**config.mk**
```make
export PLATFORM = sky130hd
export DESIGN_NAME = slc_core_regs
export DESIGN_NICKNAME = d
export VERILOG_FILES = /design/src/inc/slc_pkg.sv /design/src/inc/slc_chk_if.sv /design/src/slc_limit_check.sv /design/src/slc_core_regs.sv
export SDC_FILE = /design/constraint.sdc
export NUM_CORES = 1
export LEC_CHECK = 0
export BUFFER_PORTS_ARGS = -buffer_cell sky130_fd_sc_hd__buf_4
export CAP_MARGIN = 15
export CORE_MARGIN = 3
export CORE_UTILIZATION = 51
export CTS_CLUSTER_DIAMETER = 100
export DETAILED_ROUTE_END_ITERATION = 8
export HOLD_SLACK_MARGIN = 0.12
export PLACE_DENSITY_LB_ADDON = 0.1
export SYNTH_ARGS = -nofsm -noshare
export SYNTH_HDL_FRONTEND = slang
export SYNTH_HIERARCHICAL = 1
export SYNTH_SLANG_ARGS = --single-unit
```
**constraint.sdc**
```tcl
create_clock -name i_clk -period 4.3 [get_ports i_clk]
set_input_delay 0.645 -clock i_clk [delete_from_list [all_inputs] [get_ports i_clk]]
set_output_delay 0.645 -clock i_clk [all_outputs]
set_load 0.02 [all_outputs]
```
**src/inc/slc_pkg.sv**
```systemverilog
`default_nettype none
package slc_pkg;
  // ---------------------------------------------------------
  // register indices (byte address = 4 * index)
  // ---------------------------------------------------------
  localparam logic [7:0] OFS_WORKING_REG_0  = 8'h00;
  localparam logic [7:0] OFS_WORKING_REG_1  = 8'h02;
  localparam logic [7:0] OFS_WORKING_REG_2  = 8'h04;
  localparam logic [7:0] OFS_WORKING_REG_3  = 8'h06;
  localparam logic [7:0] OFS_WORKING_REG_4  = 8'h08;
  localparam logic [7:0] OFS_WORKING_REG_5  = 8'h0A;
  localparam logic [7:0] OFS_WORKING_REG_6  = 8'h0C;
  localparam logic [7:0] OFS_WORKING_REG_7  = 8'h0E;
  localparam logic [7:0] OFS_WORKING_REG_8  = 8'h10;
  localparam logic [7:0] OFS_WORKING_REG_9  = 8'h12;
  localparam logic [7:0] OFS_WORKING_REG_10 = 8'h14;
  localparam logic [7:0] OFS_WORKING_REG_11 = 8'h16;
  localparam logic [7:0] OFS_WORKING_REG_12 = 8'h18;
  localparam logic [7:0] OFS_WORKING_REG_13 = 8'h1A;
  localparam logic [7:0] OFS_WORKING_REG_14 = 8'h1C;
  localparam logic [7:0] OFS_STACK_POINTER  = 8'h1E;
  localparam logic [7:0] OFS_STACK_LIMIT    = 8'h20;
  localparam logic [7:0] OFS_ACCUM_A_LOW    = 8'h22;
  localparam logic [7:0] OFS_ACCUM_A_HIGH   = 8'h24;
  localparam logic [7:0] OFS_ACCUM_A_UPPER  = 8'h26;
  localparam logic [7:0] OFS_ACCUM_B_LOW    = 8'h28;
  localparam logic [7:0] OFS_STACK_STATUS   = 8'h80;

  // ---------------------------------------------------------
  // storage slots, fields, reset values, limits
  // ---------------------------------------------------------
  localparam int         SLC_NSLOT     = 21;
  localparam logic [4:0] SLOT_SP       = 5'h0F;
  localparam logic [4:0] SLOT_LIM      = 5'h10;
  localparam logic [4:0] SLOT_LAST     = 5'h14;
  localparam int         STAT_OVF_BIT  = 0;
  localparam int         STAT_UDF_BIT  = 1;
  localparam logic [15:0] RST_WORD     = 16'h0000;
  localparam logic [15:0] RST_SP       = 16'h0800;
  localparam logic [15:0] RST_LIMIT    = 16'h0000;
  localparam logic [15:0] STACK_FLOOR  = 16'h0800;
  localparam logic [15:0] STACK_STEP   = 16'h0002;

  // ---------------------------------------------------------
  // bus handshake states
  // ---------------------------------------------------------
  typedef enum logic [1:0] {
    ST_IDLE = 2'b01,
    ST_RESP = 2'b10
  } slc_bus_st_type;
endpackage
`default_nettype wire

```
**src/inc/slc_chk_if.sv**
```systemverilog
`default_nettype none
interface slc_chk_if;
  logic        chk;
  logic [15:0] ea;
  logic [15:0] limit;
  logic        ovf;
  logic        udf;
  modport regs (output chk, output ea, output limit, input ovf, input udf);
  modport cmp  (input chk, input ea, input limit, output ovf, output udf);
endinterface
`default_nettype wire

```
**src/slc_limit_check.sv**
```systemverilog
`default_nettype none
module slc_limit_check
  import slc_pkg::*;
(
  slc_chk_if.cmp chk_if
);
  // ---------------------------------------------------------
  // address compare
  // ---------------------------------------------------------
  // equal to the limit is still legal, one word beyond traps
  assign chk_if.ovf = chk_if.chk && (chk_if.ea > chk_if.limit);
  // floor guards the special register region
  assign chk_if.udf = chk_if.chk && (chk_if.ea < STACK_FLOOR);
endmodule
`default_nettype wire

```
**src/slc_core_regs.sv**
```systemverilog
`default_nettype none
module slc_core_regs
  import slc_pkg::*;
#(
  parameter int ADDR_W = 16
) (
  input  wire logic              i_clk,
  input  wire logic              i_rstn,
  input  wire logic              i_psel,
  input  wire logic              i_penable,
  input  wire logic              i_pwrite,
  input  wire logic [ADDR_W-1:0] i_paddr,
  input  wire logic [31:0]       i_pwdata,
  output var  logic [31:0]       o_prdata,
  output var  logic              o_pready,
  output var  logic              o_pslverr,
  input  wire logic              i_push,
  input  wire logic              i_pop,
  input  wire logic              i_ea_chk,
  input  wire logic [15:0]       i_ea_addr,
  output var  logic              o_stack_err,
  output var  logic              o_stack_ovf,
  output var  logic              o_stack_udf,
  output var  logic [15:0]       o_stack_ea,
  output var  logic [15:0]       o_sp
);

  // ---------------------------------------------------------
  // state
  // ---------------------------------------------------------
  typedef struct packed {
    slc_bus_st_type              st;
    logic                        pready;
    logic                        pslverr;
    logic [31:0]                 prdata;
    logic [SLC_NSLOT-1:0][15:0]  regs;
    logic [1:0]                  sticky;
    logic                        err;
    logic                        ovf;
    logic                        udf;
    logic [15:0]                 ea;
  } slc_state_type;

  slc_state_type r_reg;
  slc_state_type r_next;

  slc_chk_if chk_if ();

  logic [7:0]  idx;
  logic [4:0]  slot;
  logic        addr_ok;
  logic        in_map;
  logic        is_stat;
  logic [15:0] rd_word;
  logic        wr_now;
  logic        sp_wr;
  logic        lim_wr;
  logic [15:0] sp_cur;
  logic [15:0] wdata;

  // ---------------------------------------------------------
  // address decode
  // ---------------------------------------------------------
  assign idx     = i_paddr[9:2];
  assign slot    = idx[5:1];
  assign addr_ok = (i_paddr[1:0] == 2'h0) && (i_paddr[ADDR_W-1:10] == '0);
  assign in_map  = addr_ok && !idx[0] && (idx <= OFS_ACCUM_B_LOW);
  assign is_stat = addr_ok && (idx == OFS_STACK_STATUS);
  assign wdata   = i_pwdata[15:0];
  assign sp_cur  = r_reg.regs[SLOT_SP];

  // write takes effect at the edge where pready is sampled high
  assign wr_now = (r_reg.st == ST_RESP) && i_psel && i_penable && i_pwrite;
  assign sp_wr  = wr_now && in_map && (slot == SLOT_SP);
  assign lim_wr = wr_now && in_map && (slot == SLOT_LIM);

  always_comb begin
    rd_word = 16'h0000;
    if (in_map) begin
      rd_word = r_reg.regs[slot];
    end else if (is_stat) begin
      rd_word = {14'h0000, r_reg.sticky};
    end
  end

  // ---------------------------------------------------------
  // effective address to the comparator
  // ---------------------------------------------------------
  // push uses the free word, pop the word below it
  assign chk_if.chk   = i_push || i_pop || i_ea_chk;
  assign chk_if.ea    = i_push ? sp_cur :
                        i_pop  ? 16'(sp_cur - STACK_STEP) :
                                 {i_ea_addr[15:1], 1'b0};
  // limit is used as held now; a same-cycle write lands next cycle
  assign chk_if.limit = r_reg.regs[SLOT_LIM];

  slc_limit_check u_limit_check (
    .chk_if (chk_if.cmp)
  );

  // ---------------------------------------------------------
  // next state
  // ---------------------------------------------------------
  always_comb begin
    r_next         = r_reg;
    r_next.pready  = 1'b0;
    r_next.pslverr = 1'b0;
    r_next.err     = chk_if.ovf || chk_if.udf;
    r_next.ovf     = chk_if.ovf;
    r_next.udf     = chk_if.udf;
    if (chk_if.chk) begin
      r_next.ea = chk_if.ea;
    end

    // stack pointer steps; the trap does not stop the step
    if (i_push) begin
      r_next.regs[SLOT_SP] = 16'(sp_cur + STACK_STEP);
    end else if (i_pop) begin
      r_next.regs[SLOT_SP] = 16'(sp_cur - STACK_STEP);
    end

    // bus handshake: one wait cycle, then answer
    case (r_reg.st)
      ST_IDLE: begin
        if (i_psel && i_penable) begin
          r_next.st      = ST_RESP;
          r_next.pready  = 1'b1;
          r_next.pslverr = !(in_map || is_stat);
          r_next.prdata  = {16'h0000, rd_word};
        end
      end
      ST_RESP: begin
        r_next.st = ST_IDLE;
        if (wr_now && in_map) begin
          r_next.regs[slot] = wdata;
        end
      end
      default: begin
        r_next.st = ST_IDLE;
      end
    endcase

    // bus write to the pointer overrides a same-cycle step
    if (sp_wr) begin
      r_next.regs[SLOT_SP] = {wdata[15:1], 1'b0};
    end
    if (lim_wr) begin
      r_next.regs[SLOT_LIM] = {wdata[15:1], 1'b0};
    end

    // write-one-to-clear first, so a new event still sets
    if (wr_now && is_stat) begin
      r_next.sticky = r_reg.sticky & ~wdata[1:0];
    end
    if (chk_if.ovf) begin
      r_next.sticky[STAT_OVF_BIT] = 1'b1;
    end
    if (chk_if.udf) begin
      r_next.sticky[STAT_UDF_BIT] = 1'b1;
    end
  end

  // ---------------------------------------------------------
  // registers
  // ---------------------------------------------------------
  // limit resets to a known zero; software must still load it
  always_ff @(posedge i_clk or negedge i_rstn) begin
    if (!i_rstn) begin
      r_reg                <= '0;
      r_reg.st             <= ST_IDLE;
      r_reg.regs[SLOT_SP]  <= RST_SP;
      r_reg.regs[SLOT_LIM] <= RST_LIMIT;
    end else begin
      r_reg <= r_next;
    end
  end

  // ---------------------------------------------------------
  // outputs
  // ---------------------------------------------------------
  assign o_prdata    = r_reg.prdata;
  assign o_pready    = r_reg.pready;
  assign o_pslverr   = r_reg.pslverr;
  assign o_stack_err = r_reg.err;
  assign o_stack_ovf = r_reg.ovf;
  assign o_stack_udf = r_reg.udf;
  assign o_stack_ea  = r_reg.ea;
  assign o_sp        = sp_cur;

  // ---------------------------------------------------------
  // checks
  // ---------------------------------------------------------
  property p_align;
    @(posedge i_clk) disable iff (!i_rstn)
    !r_reg.regs[SLOT_LIM][0] && !o_sp[0];
  endproperty
  a_align: assert property (p_align)
    else $error("stack limit or pointer bit zero set");

  property p_ea_follow;
    @(posedge i_clk) disable iff (!i_rstn)
    (i_ea_chk && !i_push && !i_pop) |=>
      (o_stack_ea == ($past(i_ea_addr) & 16'hFFFE)) &&
      (o_stack_ovf == (o_stack_ea > $past(r_reg.regs[SLOT_LIM]))) &&
      (o_stack_udf == (o_stack_ea < STACK_FLOOR));
  endproperty
  a_ea_follow: assert property (p_ea_follow)
    else $error("checked address not compared with limit");

  property p_push_at_limit;
    @(posedge i_clk) disable iff (!i_rstn)
    (i_push && o_sp == r_reg.regs[SLOT_LIM] && o_sp >= STACK_FLOOR) |=> !o_stack_err;
  endproperty
  a_push_at_limit: assert property (p_push_at_limit)
    else $error("push at limit raised a trap");

  property p_push_beyond;
    @(posedge i_clk) disable iff (!i_rstn)
    (i_push && o_sp > r_reg.regs[SLOT_LIM]) |=>
      (o_stack_err && o_stack_ovf) ##1 (!o_stack_err || $past(chk_if.chk));
  endproperty
  a_push_beyond: assert property (p_push_beyond)
    else $error("push beyond limit did not trap");

  property p_floor;
    @(posedge i_clk) disable iff (!i_rstn)
    (i_pop && o_sp < 16'h0802) |=> o_stack_err && o_stack_udf;
  endproperty
  a_floor: assert property (p_floor)
    else $error("pop below floor did not trap");

  property p_limit_reset;
    @(posedge i_clk)
    $rose(i_rstn) |-> (r_reg.regs[SLOT_LIM] == 16'h0000);
  endproperty
  a_limit_reset: assert property (p_limit_reset)
    else $error("stack limit not known after reset");

  property p_push_step;
    @(posedge i_clk) disable iff (!i_rstn)
    (i_push && !sp_wr) |=> (o_sp == 16'($past(o_sp) + 16'h0002)) &&
                           (o_stack_ea == $past(o_sp));
  endproperty
  a_push_step: assert property (p_push_step)
    else $error("push did not post-increment");

  property p_pop_step;
    @(posedge i_clk) disable iff (!i_rstn)
    (i_pop && !i_push && !sp_wr) |=> (o_sp == o_stack_ea) &&
                                     (o_sp == 16'($past(o_sp) - 16'h0002));
  endproperty
  a_pop_step: assert property (p_pop_step)
    else $error("pop did not pre-decrement");

  property p_sp_reset;
    @(posedge i_clk)
    $rose(i_rstn) |-> (o_sp == 16'h0800) && (r_reg.regs[0] == 16'h0000) && !o_stack_err;
  endproperty
  a_sp_reset: assert property (p_sp_reset)
    else $error("reset values wrong");

  property p_bus_answer;
    @(posedge i_clk) disable iff (!i_rstn)
    (i_psel && i_penable && !o_pready) |=> o_pready ##1 !o_pready;
  endproperty
  a_bus_answer: assert property (p_bus_answer)
    else $error("bus answer not one cycle after access");

  property p_err_source;
    @(posedge i_clk) disable iff (!i_rstn)
    !chk_if.chk |=> !o_stack_err && !o_stack_ovf && !o_stack_udf;
  endproperty
  a_err_source: assert property (p_err_source)
    else $error("stack trap without a checked address");

  property p_ea_hold;
    @(posedge i_clk) disable iff (!i_rstn)
    !chk_if.chk |=> $stable(o_stack_ea);
  endproperty
  a_ea_hold: assert property (p_ea_hold)
    else $error("checked address moved without a check");

  property p_in_range;
    @(posedge i_clk) disable iff (!i_rstn)
    (chk_if.chk && chk_if.ea <= chk_if.limit && chk_if.ea >= STACK_FLOOR) |=> !o_stack_err;
  endproperty
  a_in_range: assert property (p_in_range)
    else $error("address inside bounds raised a trap");

  property p_ovf_sticky;
    @(posedge i_clk) disable iff (!i_rstn)
    chk_if.ovf |=> r_reg.sticky[STAT_OVF_BIT];
  endproperty
  a_ovf_sticky: assert property (p_ovf_sticky)
    else $error("overflow not recorded in status");

  property p_udf_sticky;
    @(posedge i_clk) disable iff (!i_rstn)
    chk_if.udf |=> r_reg.sticky[STAT_UDF_BIT];
  endproperty
  a_udf_sticky: assert property (p_udf_sticky)
    else $error("underflow not recorded in status");

  property p_lim_write;
    @(posedge i_clk) disable iff (!i_rstn)
    lim_wr |=> (r_reg.regs[SLOT_LIM] == 16'($past(i_pwdata) & 32'h0000_FFFE));
  endproperty
  a_lim_write: assert property (p_lim_write)
    else $error("stack limit write not taken");

  property p_sp_write;
    @(posedge i_clk) disable iff (!i_rstn)
    sp_wr |=> (o_sp == 16'($past(i_pwdata) & 32'h0000_FFFE));
  endproperty
  a_sp_write: assert property (p_sp_write)
    else $error("stack pointer write not taken");

  property p_lim_read;
    @(posedge i_clk) disable iff (!i_rstn)
    (i_psel && i_penable && !o_pready && !i_pwrite && in_map && slot == SLOT_LIM) |=>
      !o_prdata[0] && (o_prdata[15:0] == $past(chk_if.limit));
  endproperty
  a_lim_read: assert property (p_lim_read)
    else $error("stack limit read back wrong");

  property p_hole;
    @(posedge i_clk) disable iff (!i_rstn)
    (i_psel && i_penable && !o_pready && !in_map && !is_stat) |=> o_pslverr && (o_prdata == 32'h0000_0000);
  endproperty
  a_hole: assert property (p_hole)
    else $error("unmapped access not refused");

  property p_rd_upper;
    @(posedge i_clk) disable iff (!i_rstn)
    o_pready |-> (o_prdata[31:16] == 16'h0000);
  endproperty
  a_rd_upper: assert property (p_rd_upper)
    else $error("read data upper half not zero");

endmodule
`default_nettype wire

```
# Yosys cells after proc, flatten, opt, wreduce, memory -nomap -nowiden
# Cells that the tools add are included.
dict set report totals {
  inputBits 72
  elab_cells 97
  out_inout_bits 69
  reg_bits 377
}
dict set report classes {
  n_eq_ne 6
  mux 21
  magnitude_cmp 5
  bitwise_logic 2
  n_reduce_logical 30
  addsub 2
}
# operator count
set ops {}
lappend ops {{272-bit two-way mux} 2}
lappend ops {{336-bit bitwise mux} 1}
lappend ops {{16-bit two-way mux} 9}
lappend ops {{16-bit binary-select mux with 5-bit select} 1}
lappend ops {{16-bit demux with 5-bit select} 1}
lappend ops {{36-bit two-way mux} 1}
lappend ops {{34-bit two-way mux} 1}
lappend ops {{16-bit by 2-bit adder with 16-bit output (second input constant)} 1}
lappend ops {{16-bit > comparator} 1}
lappend ops {{16-bit by 12-bit less-than comparator with 1-bit output (second input constant)} 1}
lappend ops {{16-bit by 2-bit subtractor with 16-bit output (second input constant)} 1}
lappend ops {{1-bit logical AND} 15}
lappend ops {{8-bit == test (second input constant)} 1}
lappend ops {{8-bit by 6-bit less-or-equal comparator with 1-bit output (second input constant)} 1}
lappend ops {{2-bit nonzero test} 4}
lappend ops {{6-bit logical NOT} 1}
lappend ops {{5-bit by 6-bit less-than comparator with 1-bit output (second input constant)} 1}
lappend ops {{2-bit two-way mux} 3}
lappend ops {{2-bit AND reduction} 3}
lappend ops {{5-bit by 4-bit == test with 1-bit output (second input constant)} 1}
lappend ops {{5-bit == test (second input constant)} 1}
lappend ops {{5-bit by 1-bit greater-or-equal comparator with 1-bit output (second input constant)} 1}
lappend ops {{1-bit logical OR} 4}
lappend ops {{2-bit bitwise AND} 1}
lappend ops {{other kinds (7)} 9}

# Depth between registers and ports, before layout
dict set report logic_depth {
  depth_word 8
  ltp_mapped 14
  mapped_depth_nobuf 13
}

# By module
# The synthesis kept the hierarchy.
# module area_per_inst_um2 n_inst cells_each seq_area_each_um2
set modules_own_cells {}
lappend modules_own_cells {slc_core_regs 18740.5 1 1404 9436.6}
lappend modules_own_cells {slc_limit_check 417.9 1 58 0.0}

# Least setup slack after synthesis
# No wires, ideal clock.
dict set report synth_timing {
  path_type {flip-flop to flip-flop}
  from {register r_reg, in the netlist o_sp[1]}
  to {register r_reg, in the netlist o_stack_err}
  path_stages_with_launch 15
  required_time_ns 4.173
  path_slack_ns 0.717
  synth_period_minus_slack_ns 3.583
  path_buffers 1
  arrival_ns 3.456
  setup_time_ns 0.127
  cell_sequence {dfrtp_1 clkbuf_1 inv_1 ha_1 or4b_2 nor3_1 nand2b_1 a21oi_1 a2bb2oi_1 ha_1 nand4_1 nor2_1 a221o_1 o31a_1 or2_2}
}
# element line_no
set synth_lines {}
lappend synth_lines {{start, declared} slc_core_regs.sv:44} ;# slc_state_type r_reg;
lappend synth_lines {{start signal, assigned} slc_core_regs.sv:174} ;# r_reg <= r_next;

==> results.py <==
metrics = {
    "critical_path": {
        "reg2reg_setup_slack_ns": 0.53,
        "worstPathMaxFanout": 5,
        "path_cells": "inv_1, ha_1, or4b_2, nor3_1, buf_4, nand2b_1, a21oi_1, a2bb2oi_1, ha_1, nand4_1, nor2_1, a221o_1, o31a_1, or2_2",
        "crit_type": "register to register",
        "critPathArrivalTime_ns": 4.20,
        "slowest_delay_ns": 0.69,
        "worst_setup_path_start_kind": "register",
        "crit_path_start": "o_sp[1]$_DFF_PN0_",
        "required_ns": 4.73,
        "r2r_start": "o_sp[1]$_DFF_PN0_",
        "timing.rr.end": "o_stack_err$_DFF_PN0_",
        "reg2reg_depth": 14,
        "end_kind": "register",
        "crit_top_cell": "ha_1",
        "slowest_stage": "or4b_2",
        "crit_end": "o_stack_err$_DFF_PN0_",
    },
    "synth": {
        "synthXorXnorAreaFrac": 0.006400,
        "ys_top_cells_by_area": "dfrtp_1 49%, mux2_2 15%, mux4_2 7.5%, mux2_1 5.3%, buf_4 2.7%",
        "synth_ff_type": "dfrtp_1",
        "netlist_instances": 1462,
        "synth_most_common_cell": "dfrtp_1",
        "synth_warnings": 6,
        "ys_async_sr_fraction": 1.000,
        "yosysTopAreaCell": "dfrtp_1",
        "synth-edff-count": 0,
        "synth_mux_area_frac": 0.2870,
        "yosys.area_share.simple": 0.07315,
        "syn_area_mm2": 0.01916,
        "synth_top_area_frac": 0.4898,
        "ys_seq_area_frac": 0.4926,
        "avgSynthCellArea_um2": 13.10,
        "synth_common_cells": "375 x dfrtp_1, 249 x mux2_2, 90 x mux2_1",
        "synth_compound_area_frac": 0.06661,
        "synth-seq-cells": 377,
        "synthAdderAreaFrac": 0.01176,
        "ys_types": 73,
        "synth_top_family_by_area": "multiplexers",
    },
    "floorplan": {
        "start_util": 0.5208,
        "die_h_um": 199.8,
        "die_area_mm2": 0.03993,
        "placementRows": 70,
        "core_area_mm2": 0.03679,
        "num_io_pins": 141,
        "die_x_um": 199.8,
    },
    "clock_tree": {
        "clock-root-buffer": "clkbuf_16",
        "holdBufCountCts": 0,
        "cts.sinks": 377,
        "clk_latency_ns": 0.55,
        "post_cts_resized": 0,
        "tritoncts": "done",
        "clockBufferDepth": 3,
        "cts.reportedPaths.clkPinSlew_ns": 0.06,
        "cts_setup_buffers": 0,
        "htreeDepth": 2,
        "cts_buffers": 42,
    },
    "sta": {
        "tightest_slew_ns": 1.075,
        "period_share": 0.8773,
        "finalSetupTns_ns": 0,
        "slew_viol_final": 0,
        "setup_viol": 0,
        "fin_crit_ns": 3.772,
        "relSlewSlack": 0.2781,
        "max_freq_ghz": 0.2651,
        "hold_viol_final": 0,
        "rsz0062_at_grt": "no",
        "finalClockSkew_ns": 0.01527,
    },
    "global_routing": {
        "antenna_found_initial": 0,
        "grt_pass1_vias": 12446,
        "grt_usage": 0.2543,
        "grt_overflow": 0,
        "grt_start_max_net_pins": 105,
        "grt_pass1_wl_um": 76960,
    },
    "drt": {
        "ant_nets": 0,
        "via_per_inst": 6.135,
        "drc_errors": 0,
        "drt-wirelength-per-cell_um": 25.05,
        "drt_iter0_drc": 807,
        "wirelength_um": 49900,
        "first_pass_iters": 5,
        "vias": 12221,
    },
    "power": {
        "leakagePower_nw": 10.32,
        "ir_worst_vdd_mv": 0.2864,
        "cellPowerDensity_mw_per_mm2": 402.9,
    },
    "finish": {
        "area_growth_pct": 11.34,
        "post-route-util": 0.5799,
        "largest_reg_flops": 308,
        "num_antenna_cells": 0,
        "drive_gt1_frac": 0.3753,
        "layout.nets": 1583,
    },
    "min_path": {
        "hold_path_class": "input pin to asynchronous set/reset pin",
    },
    "run_status": {
        "status": "completed",
    },
    "place": {
        "gp_congestion": 0.8788,
        "dpl.hpwl_um": 33760,
        "io_buffers": 107,
    },
    "job": {
        "max_cap_viol_count": 0,
    },
}
[placed cells by master (no fill, tap or decap), types with 7 or more instances in the layout]
cell type    n
xnor2_1      9
buf_4      156
nand4_1     15
nor3_1      18
conb_1      16
mux2_2     249
mux2_1      90
nor2_1      43
nor4_1       7
o21ai_0     24
clkbuf_16   42
and3_1       8
nor4_4      13
nand2_1     49
o22a_1       7
ha_1        18
clkinv_2    13
mux2i_1     24
nor2b_1     13
clkbuf_1     7
inv_1       29
o22ai_1     30
o41ai_1      7
a221oi_1     9
nand2b_1    10
a21oi_1     30
dfrtp_1    375
nand3_1     14
mux4_2      64
[per-layer routing]
| metal | vias to the layer above | track usage | wire (um) |
|---|---|---|---|
| met3 | 81 | 0.03927 | 2655 |
| met5 | - | 0 | 0 |
| li1 | 5398 | - | - |
| met1 | 6365 | 0.3570 | 22230 |
| met4 | 0 | 0.08348 | 1631 |
| met2 | 377 | 0.4111 | 23390 |
[how the worst min path moves through the flow]
stage | startpoint | to | slack [ns]
finish | i_rstn | o_stack_ea[9]$_DFFE_PN0P_ | 0.12
floorplan | i_rstn | chk_if.limit[0]$_DFFE_PN0P_ | 0.35
global route | i_rstn | o_stack_ea[9]$_DFFE_PN0P_ | 0.18
CTS | i_rstn | o_stack_ea[9]$_DFFE_PN0P_ | 0.15
detailed placement | o_stack_ea[2]$_DFFE_PN0P_ | o_stack_ea[2]$_DFFE_PN0P_ | 0.46
global placement | o_stack_ea[2]$_DFFE_PN0P_ | o_stack_ea[2]$_DFFE_PN0P_ | 0.45
[cell families (layout without fill, tap and decap cells)]
| family | after synthesis | count (layout) |
|---|---|---|
| XOR/XNOR | 14 | 14 |
| flip-flops | 377 | 377 |
| adder cells (fa/ha/maj) | 18 | 18 |
| other | 1 | 16 |
| multiplexers | 427 | 427 |
| buffers and inverters | 220 | 267 |
| AND/OR/NAND/NOR | 223 | 223 |
| AO/OA/AOI/OAI | 182 | 182 |
[power breakdown]
group | total [mW] | switching, mW | leakage (nW) | internal [mW]
logic | 1.36 | 0.857 | 4.47 | 0.505
registers | 3.77 | 0.118 | 5.19 | 3.65
clock network | 3.47 | 1.48 | 0.653 | 1.98
[per-stage QoR]
step                      std cells  power [mW]  area [um^2]  hold WS (ns)  worst slack (ns)
after floorplan                1477       4.717        19210        0.3494            0.7171
after global placement         1917       5.179        20010        0.4540            0.5279
after detailed placement       1917       5.191        20010        0.4638            0.5112
after CTS                      1992       8.681        21330        0.1544            0.4960
after global routing           1992       8.948        21330        0.1836            0.2482
final                          1992       8.595        21330        0.1198            0.5277
[final cells by class]
class,instances,area [um^2]
clock inverters,23,201.4
clock buffers,52,1119
repair buffers,162,1286
multi-input cells,880,8591
fillers,3008,15450
inverters,30,112.6
well taps,468,585.6
flip-flops and latches,377,9437
[critical path, delay by kind of cell (launching register included)]
kind,cells,cell delay (ns)
adders and majority gates,2,0.55
buffers and inverters,2,0.25
AOI/OAI and AO/OA,4,1.11
DFF,1,0.37
and+or+nand+nor,6,1.37
Note: power is estimated with default switching activity, not from simulation.
